File: src/hw/uhl_pkg.sv
package uhl_pkg;

  // -------------------------------------------------------------------------
  // configuration space offsets
  // -------------------------------------------------------------------------
  localparam logic [7:0]  CFG_BAR_OFS      = 8'h10;
  localparam logic [7:0]  CFG_LEG_OFS      = 8'h78;

  // -------------------------------------------------------------------------
  // capability window offsets
  // -------------------------------------------------------------------------
  localparam logic [7:0]  CAP_LEN_OFS      = 8'h00;
  localparam logic [7:0]  CAP_VER_OFS      = 8'h02;
  localparam logic [7:0]  CAP_STRUCT_OFS   = 8'h04;
  localparam logic [7:0]  CAP_PARAM_OFS    = 8'h08;

  // -------------------------------------------------------------------------
  // capability values
  // -------------------------------------------------------------------------
  localparam logic [7:0]  CAP_LEN_RESET    = 8'h20;
  localparam logic [15:0] CAP_VER_RESET    = 16'h0100;
  localparam int          CAP_VER_LSB      = 16;
  localparam logic [3:0]  DEBUG_PORT_INDEX = 4'h1;
  localparam logic [3:0]  NUM_COMPANIONS   = 4'h3;
  localparam logic [3:0]  PORTS_PER_COMP   = 4'h3;
  localparam logic [3:0]  NUM_PORTS        = 4'h8;
  localparam int          DEBUG_PORT_LSB   = 20;
  localparam int          NUM_COMP_LSB     = 12;
  localparam int          PORTS_COMP_LSB   = 8;
  localparam int          NUM_PORTS_LSB    = 0;
  localparam logic [31:0] CAP_STRUCT_RESET = 32'h00103308;
  localparam logic [31:0] CAP_PARAM_RESET  = 32'h00800070;
  localparam int          EXT_CAP_PTR_LSB  = 8;
  localparam int          ISO_THRESH_LSB   = 4;
  localparam int          PARK_CAP_BIT     = 2;
  localparam logic [1:0]  PARK_COUNT_DFLT  = 2'h3;

  // -------------------------------------------------------------------------
  // legacy enable/status layout
  // -------------------------------------------------------------------------
  localparam int          LEG_FLAG_LSB     = 16;
  localparam int          LEG_EN_LSB       = 0;
  localparam int          LEG_NUM_BITS     = 14;
  localparam int          LEG_PORT_IDX     = 6;
  localparam int          LEG_PM_IDX       = 5;
  localparam int          LEG_ASYNC_IDX    = 4;
  localparam int          LEG_PERIODIC_IDX = 3;
  localparam int          LEG_CONFIG_IDX   = 2;
  localparam int          LEG_HALT_IDX     = 1;
  localparam int          LEG_RESET_IDX    = 0;
  localparam logic [31:0] LEG_RESET        = 32'h00000000;

  // -------------------------------------------------------------------------
  // bar layout
  // -------------------------------------------------------------------------
  localparam logic [31:0] BAR_RESET        = 32'h00000000;

  // merge write data into a word under byte enables
  function automatic logic [31:0] be_merge(input logic [31:0] old_word,
                                           input logic [31:0] new_word,
                                           input logic [3:0]  be);
    logic [31:0] res;
    res = old_word;
    for (int i = 0; i < 4; i++) begin
      if (be[i]) begin
        res[i*8 +: 8] = new_word[i*8 +: 8];
      end
    end
    return res;
  endfunction : be_merge

endpackage : uhl_pkg

File: src/hw/uhl_change_flag.sv
`timescale 1ns/100ps
`default_nettype none

module uhl_change_flag #(
  parameter int W         = 1,
  parameter bit RISE_ONLY = 1'b0
) (
  input  wire logic         clock,
  input  wire logic         reset_n,
  input  wire logic [W-1:0] sample,
  input  wire logic         clear,
  output logic              flag
);

  initial begin
    if (W < 1 || (RISE_ONLY && W != 1)) begin
      $error("uhl_change_flag: rise detection needs a single bit");
    end
  end

  logic [W-1:0] prev_reg;
  logic [W-1:0] prev_next;
  logic         armed_reg;
  logic         armed_next;
  logic         flag_reg;
  logic         flag_next;
  logic         hit;

  // -------------------------------------------------------------------------
  // change detection
  // -------------------------------------------------------------------------
  // armed keeps the first sample after reset from looking like a change
  always_comb begin
    prev_next  = sample;
    armed_next = 1'b1;
    if (RISE_ONLY) begin
      hit = armed_reg & sample[0] & ~prev_reg[0];
    end else begin
      hit = armed_reg & (sample != prev_reg);
    end
    // a new event in the clearing cycle keeps the flag set
    flag_next = hit | (flag_reg & ~clear);
  end

  always_ff @(posedge clock) begin
    if (!reset_n) begin
      prev_reg  <= '0;
      armed_reg <= 1'b0;
      flag_reg  <= 1'b0;
    end else begin
      prev_reg  <= prev_next;
      armed_reg <= armed_next;
      flag_reg  <= flag_next;
    end
  end

  assign flag = flag_reg;

endmodule : uhl_change_flag

`default_nettype wire

File: src/hw/uhl_bar_decode.sv
`timescale 1ns/100ps
`default_nettype none

module uhl_bar_decode #(
  parameter int SIZE_BITS = 8
) (
  input  wire logic [31:0]          addr,
  input  wire logic [31:0]          base,
  input  wire logic                 enable,
  output logic                      hit,
  output logic [SIZE_BITS-1:0]      offset
);

  initial begin
    if (SIZE_BITS < 4 || SIZE_BITS > 31) begin
      $error("uhl_bar_decode: window size out of range");
    end
  end

  // an unprogrammed base never decodes, so reset cannot claim page zero
  assign hit    = enable && (base[31:SIZE_BITS] != '0) && (addr[31:SIZE_BITS] == base[31:SIZE_BITS]);
  assign offset = addr[SIZE_BITS-1:0];

endmodule : uhl_bar_decode

`default_nettype wire

File: src/hw/uhl_regs.sv
// What this block does
// - eight port owner-change flags, bits 29..22, set on owner change, write one clears.
// - bit 21 sets when power management state changes; write one clears.
// - bit 20 sets when async schedule enable changes; write one clears.
// - bit 19 sets when periodic schedule enable changes; write one clears.
// - bit 18 sets when configure flag changes; write one clears.
// - bit 17 sets only on halted rising edge; write one clears.
// - bit 16 sets only on host reset rising edge; write one clears.
// - matching read/write enables: port enables 13..6, single enables 5..0.
// - reserved legacy bits read zero, ignore writes; register resets to zero.
// - capability window decoded at memory base from config bar at 10h.
// - capability length at offset zero reads 20h.
// - interface version at offset 02h reads 0100h.
// - structural parameters read 00103308h; debug port field names first port.
// - companion count, ports per companion and port count read only.
// - capability parameters reset 00800070h; extended capability pointer read only.
// - isochronous threshold bits 7..4 writable only by system writes.
// - park capability in bit 2 of capability parameters.
// - with park capability, park mode enable defaults 1 and count 3.
`timescale 1ns/100ps
`default_nettype none

module uhl_regs #(
  parameter int BAR_SIZE_BITS = 8,
  parameter int POWER_MGMT_CTRL_STATUS_W        = 2
) (
  input  wire logic              clock,
  input  wire logic              reset_n,
  input  wire logic              cfg_rd,
  input  wire logic              cfg_wr,
  input  wire logic [7:0]        cfg_addr,
  input  wire logic [3:0]        cfg_be,
  input  wire logic [31:0]       cfg_wdata,
  output logic      [31:0]       cfg_rdata,
  output logic                   cfg_ack,
  input  wire logic              mem_space_en,
  input  wire logic              mem_rd,
  input  wire logic              mem_wr,
  input  wire logic [31:0]       mem_addr,
  input  wire logic [3:0]        mem_be,
  input  wire logic [31:0]       mem_wdata,
  input  wire logic              sys_wr_en,
  output logic                   mem_hit,
  output logic      [31:0]       mem_rdata,
  output logic                   mem_ack,
  input  wire logic [7:0]        port_owner,
  input  wire logic [POWER_MGMT_CTRL_STATUS_W-1:0] power_mgmt_ctrl_status,
  input  wire logic              async_sched_enable,
  input  wire logic              periodic_sched_enable,
  input  wire logic              config_flag,
  input  wire logic              hc_halted,
  input  wire logic              hc_reset,
  output logic                   legacy_smi_request,
  output logic                   park_capability,
  output logic                   park_mode_default,
  output logic      [1:0]        park_count_default,
  output logic      [3:0]        iso_threshold
);

  initial begin
    if (BAR_SIZE_BITS < 8 || BAR_SIZE_BITS > 31 || POWER_MGMT_CTRL_STATUS_W < 1) begin
      $error("uhl_regs: unsupported parameter values");
    end
  end

  localparam int NB = uhl_pkg::LEG_NUM_BITS;

  // -------------------------------------------------------------------------
  // change flags
  // -------------------------------------------------------------------------
  logic [NB-1:0] flags;
  logic [NB-1:0] flag_clear;
  logic [NB-1:0] enables_reg;
  logic [NB-1:0] enables_next;
  logic          leg_wr;
  logic [31:0]   leg_word;

  assign leg_wr = cfg_wr && (cfg_addr[7:2] == uhl_pkg::CFG_LEG_OFS[7:2]);

  // write one clears, only in byte lanes that were enabled
  always_comb begin
    flag_clear = '0;
    if (leg_wr) begin
      flag_clear = NB'(uhl_pkg::be_merge(32'h00000000, cfg_wdata, cfg_be) >> uhl_pkg::LEG_FLAG_LSB);
    end
  end

  genvar gi;
  generate
    for (gi = 0; gi < 8; gi++) begin : g_port
      uhl_change_flag #(.W(1), .RISE_ONLY(1'b0)) u_port (
        .clock   (clock),
        .reset_n (reset_n),
        .sample  (port_owner[gi]),
        .clear   (flag_clear[uhl_pkg::LEG_PORT_IDX + gi]),
        .flag    (flags[uhl_pkg::LEG_PORT_IDX + gi])
      );
    end
  endgenerate

  uhl_change_flag #(.W(POWER_MGMT_CTRL_STATUS_W), .RISE_ONLY(1'b0)) u_pm (
    .clock   (clock),
    .reset_n (reset_n),
    .sample  (power_mgmt_ctrl_status),
    .clear   (flag_clear[uhl_pkg::LEG_PM_IDX]),
    .flag    (flags[uhl_pkg::LEG_PM_IDX])
  );

  uhl_change_flag #(.W(1), .RISE_ONLY(1'b0)) u_async (
    .clock   (clock),
    .reset_n (reset_n),
    .sample  (async_sched_enable),
    .clear   (flag_clear[uhl_pkg::LEG_ASYNC_IDX]),
    .flag    (flags[uhl_pkg::LEG_ASYNC_IDX])
  );

  uhl_change_flag #(.W(1), .RISE_ONLY(1'b0)) u_periodic (
    .clock   (clock),
    .reset_n (reset_n),
    .sample  (periodic_sched_enable),
    .clear   (flag_clear[uhl_pkg::LEG_PERIODIC_IDX]),
    .flag    (flags[uhl_pkg::LEG_PERIODIC_IDX])
  );

  uhl_change_flag #(.W(1), .RISE_ONLY(1'b0)) u_config (
    .clock   (clock),
    .reset_n (reset_n),
    .sample  (config_flag),
    .clear   (flag_clear[uhl_pkg::LEG_CONFIG_IDX]),
    .flag    (flags[uhl_pkg::LEG_CONFIG_IDX])
  );

  // a falling halted edge is not an event
  uhl_change_flag #(.W(1), .RISE_ONLY(1'b1)) u_halt (
    .clock   (clock),
    .reset_n (reset_n),
    .sample  (hc_halted),
    .clear   (flag_clear[uhl_pkg::LEG_HALT_IDX]),
    .flag    (flags[uhl_pkg::LEG_HALT_IDX])
  );

  uhl_change_flag #(.W(1), .RISE_ONLY(1'b1)) u_reset (
    .clock   (clock),
    .reset_n (reset_n),
    .sample  (hc_reset),
    .clear   (flag_clear[uhl_pkg::LEG_RESET_IDX]),
    .flag    (flags[uhl_pkg::LEG_RESET_IDX])
  );

  // -------------------------------------------------------------------------
  // enables and request
  // -------------------------------------------------------------------------
  logic smi_reg;
  logic smi_next;

  always_comb begin
    enables_next = enables_reg;
    if (leg_wr) begin
      enables_next = NB'(uhl_pkg::be_merge({18'h00000, enables_reg}, cfg_wdata, cfg_be));
    end
    smi_next = |(flags & enables_reg);
  end

  always_ff @(posedge clock) begin
    if (!reset_n) begin
      enables_reg <= NB'(uhl_pkg::LEG_RESET);
      smi_reg     <= 1'b0;
    end else begin
      enables_reg <= enables_next;
      smi_reg     <= smi_next;
    end
  end

  assign legacy_smi_request = smi_reg;

  // reserved bits are constant zero; writes to them land nowhere
  assign leg_word = {2'b00, flags, 2'b00, enables_reg};

  // -------------------------------------------------------------------------
  // base address and config reads
  // -------------------------------------------------------------------------
  logic [31:0] bar_reg;
  logic [31:0] bar_next;
  logic [31:0] cfg_rdata_reg;
  logic [31:0] cfg_rdata_next;
  logic        cfg_ack_reg;
  logic        cfg_ack_next;
  logic [31:0] bar_mask;

  // low bits are hardwired zero: 32-bit non-prefetchable memory window
  assign bar_mask = ~((32'h00000001 << BAR_SIZE_BITS) - 32'h00000001);

  always_comb begin
    bar_next       = bar_reg;
    cfg_rdata_next = cfg_rdata_reg;
    cfg_ack_next   = cfg_rd | cfg_wr;
    if (cfg_wr && (cfg_addr[7:2] == uhl_pkg::CFG_BAR_OFS[7:2])) begin
      bar_next = uhl_pkg::be_merge(bar_reg, cfg_wdata, cfg_be) & bar_mask;
    end
    if (cfg_rd) begin
      if (cfg_addr[7:2] == uhl_pkg::CFG_BAR_OFS[7:2]) begin
        cfg_rdata_next = bar_reg;
      end else if (cfg_addr[7:2] == uhl_pkg::CFG_LEG_OFS[7:2]) begin
        cfg_rdata_next = leg_word;
      end else begin
        cfg_rdata_next = 32'h00000000;
      end
    end
  end

  always_ff @(posedge clock) begin
    if (!reset_n) begin
      bar_reg       <= uhl_pkg::BAR_RESET;
      cfg_rdata_reg <= 32'h00000000;
      cfg_ack_reg   <= 1'b0;
    end else begin
      bar_reg       <= bar_next;
      cfg_rdata_reg <= cfg_rdata_next;
      cfg_ack_reg   <= cfg_ack_next;
    end
  end

  assign cfg_rdata = cfg_rdata_reg;
  assign cfg_ack   = cfg_ack_reg;

  // -------------------------------------------------------------------------
  // capability window
  // -------------------------------------------------------------------------
  logic [BAR_SIZE_BITS-1:0] mem_ofs;
  logic [3:0]               ist_reg;
  logic [3:0]               ist_next;
  logic                     park_reg;
  logic                     park_next;
  logic [31:0]              mem_rdata_reg;
  logic [31:0]              mem_rdata_next;
  logic                     mem_ack_reg;
  logic                     mem_ack_next;
  logic [31:0]              param_word;
  logic [31:0]              struct_word;
  logic [5:0]               mem_dw;
  logic [31:0]              merged;

  uhl_bar_decode #(.SIZE_BITS(BAR_SIZE_BITS)) u_decode (
    .addr    (mem_addr),
    .base    (bar_reg),
    .enable  (mem_space_en),
    .hit     (mem_hit),
    .offset  (mem_ofs)
  );

  assign mem_dw = mem_ofs[7:2];

  assign struct_word = (32'(uhl_pkg::DEBUG_PORT_INDEX) << uhl_pkg::DEBUG_PORT_LSB)
                     | (32'(uhl_pkg::NUM_COMPANIONS)   << uhl_pkg::NUM_COMP_LSB)
                     | (32'(uhl_pkg::PORTS_PER_COMP)   << uhl_pkg::PORTS_COMP_LSB)
                     | (32'(uhl_pkg::NUM_PORTS)        << uhl_pkg::NUM_PORTS_LSB);

  // upper half and pointer stay at their reset value; only threshold and park move
  always_comb begin
    param_word = uhl_pkg::CAP_PARAM_RESET;
    param_word[uhl_pkg::ISO_THRESH_LSB +: 4] = ist_reg;
    param_word[uhl_pkg::PARK_CAP_BIT]        = park_reg;
  end

  always_comb begin
    ist_next       = ist_reg;
    park_next      = park_reg;
    mem_rdata_next = mem_rdata_reg;
    mem_ack_next   = mem_hit & (mem_rd | mem_wr);
    merged         = uhl_pkg::be_merge(param_word, mem_wdata, mem_be);
    if (mem_hit && mem_wr && sys_wr_en && (mem_dw == uhl_pkg::CAP_PARAM_OFS[7:2])) begin
      ist_next  = merged[uhl_pkg::ISO_THRESH_LSB +: 4];
      park_next = merged[uhl_pkg::PARK_CAP_BIT];
    end
    if (mem_hit && mem_rd) begin
      unique case (mem_dw)
        uhl_pkg::CAP_LEN_OFS[7:2]:    mem_rdata_next = (32'(uhl_pkg::CAP_VER_RESET) << uhl_pkg::CAP_VER_LSB)
                                                     | 32'(uhl_pkg::CAP_LEN_RESET);
        uhl_pkg::CAP_STRUCT_OFS[7:2]: mem_rdata_next = struct_word;
        uhl_pkg::CAP_PARAM_OFS[7:2]:  mem_rdata_next = param_word;
        default:                      mem_rdata_next = 32'h00000000;
      endcase
    end
  end

  always_ff @(posedge clock) begin
    if (!reset_n) begin
      ist_reg       <= uhl_pkg::CAP_PARAM_RESET[uhl_pkg::ISO_THRESH_LSB +: 4];
      park_reg      <= uhl_pkg::CAP_PARAM_RESET[uhl_pkg::PARK_CAP_BIT];
      mem_rdata_reg <= 32'h00000000;
      mem_ack_reg   <= 1'b0;
    end else begin
      ist_reg       <= ist_next;
      park_reg      <= park_next;
      mem_rdata_reg <= mem_rdata_next;
      mem_ack_reg   <= mem_ack_next;
    end
  end

  assign mem_rdata          = mem_rdata_reg;
  assign mem_ack            = mem_ack_reg;
  assign iso_threshold      = ist_reg;
  assign park_capability    = park_reg;
  // defaults the command register loads from when parking is supported
  assign park_mode_default  = park_reg;
  assign park_count_default = park_reg ? uhl_pkg::PARK_COUNT_DFLT : 2'h0;

endmodule : uhl_regs

`default_nettype wire

File: config.mk
export PLATFORM = sky130hd
export DESIGN_NAME = uhl_regs
export DESIGN_NICKNAME = d
export VERILOG_FILES = /design/src/hw/uhl_pkg.sv /design/src/hw/uhl_change_flag.sv /design/src/hw/uhl_bar_decode.sv /design/src/hw/uhl_regs.sv
export SDC_FILE = /design/constraint.sdc
export NUM_CORES = 1
export LEC_CHECK = 0
export BUFFER_PORTS_ARGS = -buffer_cell sky130_fd_sc_hd__buf_2
export CORE_UTILIZATION = 50
export DETAILED_ROUTE_END_ITERATION = 8
export PLACE_DENSITY = 0.83
export SLEW_MARGIN = 20
export SYNTH_ARGS = -nofsm -noshare
export SYNTH_HDL_FRONTEND = slang
export SYNTH_HIERARCHICAL = 1
export SYNTH_SLANG_ARGS = --single-unit
File: constraint.sdc
create_clock -name clock -period 3 [get_ports clock]
set_clock_uncertainty 0.05 [all_clocks]
set_input_delay 0.15 -clock clock [delete_from_list [all_inputs] [get_ports clock]]
set_output_delay 0.15 -clock clock [all_outputs]
set_load 0.05 [all_outputs]
==> flow_metrics.tcl <==
set metrics [dict create \
    critical_path_class "register to register" \
    cts_tree "built" \
    grt_pass1_vias 4812 \
    max_slew_margin_pct 34.07 \
    grt_pass1_wl_um 23430 \
    clk_latency_ns 0.52 \
    io_buffers 157 \
    required_ns 3.36 \
    slew_violations 0 \
    cts.reportedPaths.clkPinSlew_ns 0.06 \
    hp-start "mem_addr[4]" \
    grt_use_total_pct 26.68 \
    status "finished clean" \
    die_height_um 108.2 \
    cp-start-kind "register" \
    overflow 0 \
    fmax_mhz 376.3 \
    dp_hpwl_um 10200 \
    num_vias 5144 \
    cts_num_sinks 129 \
    cts_hold_buf 61 \
    largest_register_ffs 32 \
    syn-cell-area_um2 5634 \
    grt_start_max_net_pins 72 \
    routed_via_density 5.347 \
    p_total_mw 4.314 \
    crit_path_end_kind "register" \
    dieWidth_um 108.2 \
    hold-path-cell-count 4 \
    start_util_pct 51.75 \
    period_minus_slack_ns 2.657 \
    netlist_instances 618 \
    fin_util_pct 69.50 \
    antenna_found_initial 1 \
    reg2reg_setup_slack_ns 0.34 \
    clockBufferDepth 2 \
    wire_per_inst_um 15.89 \
    fillerInstances 841 \
    hp-class "input port to register" \
    die_area_um2 11700 \
    cts-root-buf "clkbuf_8" \
    reg2reg_depth 8 \
    pre_cts_slack_ns 0.4167 \
    postCtsSetupBuffers 0 \
    worst_pin_slew_ns 0.9890 \
    gp_congestion 0.8757 \
    numCtsBuffers 17 \
    rsz0062_at_grt "no" \
    worst_ep_arrival_time_ns 3.02 \
    fin_tns_setup_ns 0 \
    num-nets-final 943 \
    finalWorstSetupSlack_ns 0.3427 \
    peakVddDrop_uv 491.0 \
    ctsResizeCount 0 \
    regToRegStartpoint "bar_reg[18]" \
    crit_fanout 11 \
    finalSetupViolations 0 \
    timing.rr.end "mem_rdata[5]" \
    avgSynthCellArea_um2 9.117 \
    rows 38 \
    drtPass1Iterations 5 \
    drc 0 \
    maxCapViolCount 0 \
    initialDrtViolationCount 306 \
    synthToLayoutAreaGrowth_pct 34.31 \
    yosys_warnings 6 \
    holdPathEnd "mem_rdata[20]" \
    hold_violations 0 \
    drive_gt1_share_pct 26.19 \
    wirelength_um 15280 \
    leakage_nw 3.193 \
    h-tree-depth 4 \
    design.core.area_um2 10890 \
    power_density_nw_per_um2 570.1 \
    final_antenna_net_count 0 \
    fin_crit_sh_pct 88.58 \
    pin_count 211 \
]
[report_power, final]
group / switching (mW) / internal [mW]
Clock: 0.796 / 1.27
Combinational: 0.262 / 0.177
Sequential: 0.0362 / 1.77
Total: 1.09 / 3.22
[per-stage QoR]
stage,hold WS [ns],instances,instance area [um2]
floorplan,0.1277,636,5710
global placement,0.3188,868,6357
detailed placement,0.3236,868,6357
CTS,0.004083,961,7565
global route,0.01622,962,7567
finish,0.01477,962,7567
[layer usage]
metal  routed length (um)  share of wire [%]  GRT usage, %  vias up
met2                 7574                 50         45.13      230
met3                  940                6.2         6.209       47
met4                  595                3.9         15.17        0
met5                    0                  0             0        -
li1                     -                  -             -     2479
met1                 6173                 40         30.89     2388
[worst max-delay path by stage]
stage                     start          endpoint  slack [ns]
finish              bar_reg[18]      mem_rdata[5]        0.34
global route        bar_reg[18]      mem_rdata[5]         0.1
CTS                 bar_reg[18]      mem_rdata[5]        0.31
detailed placement  bar_reg[18]      mem_rdata[2]        0.42
global placement    bar_reg[18]      mem_rdata[2]        0.47
floorplan           bar_reg[29]  iso_threshold[0]        0.38
[critical path, cell delays in order (launching register included)]
cell           delay, ns
dfxtp_1             0.34
xor2_1              0.17
nor4_1              0.33
nand3_1             0.17
nor4_4              0.40
nand2_1             0.30
nand3_1             0.17
o41ai_1             0.07
dlygate4sd3_1       0.55
[placed cells by master (no fill, tap or decap), drive strengths merged, types with 2 or more instances in the layout]
master	n
a21boi	16
a22oi	7
a31oi	20
and2	29
and4	7
buf	163
bufinv	3
clkbuf	17
clkinv	4
clkinvlp	4
conb	19
dfxtp	129
dlygate4sd3	61
inv	5
mux2i	43
nand2	97
nand2b	13
nand3	49
nand3b	13
nand4	14
nand4b	2
nor2b	7
nor3	2
nor4	12
o21ai	36
or4	3
xnor2	12
xor2	25
[final cells by class]
cell class              count  area, um2  share of cell area [%]
flip-flops and latches    129       2582                   34.13
inverters                   1      3.754                 0.04960
diodes                      1      2.502                 0.03307
multi-input cells         435       2738                   36.18
repair buffers            224       1469                   19.41
well taps                 140      175.2                   2.315
clock buffers              17      414.1                   5.473
clock inverters            15      182.7                   2.414
Note: power is estimated with default switching activity, not from simulation.
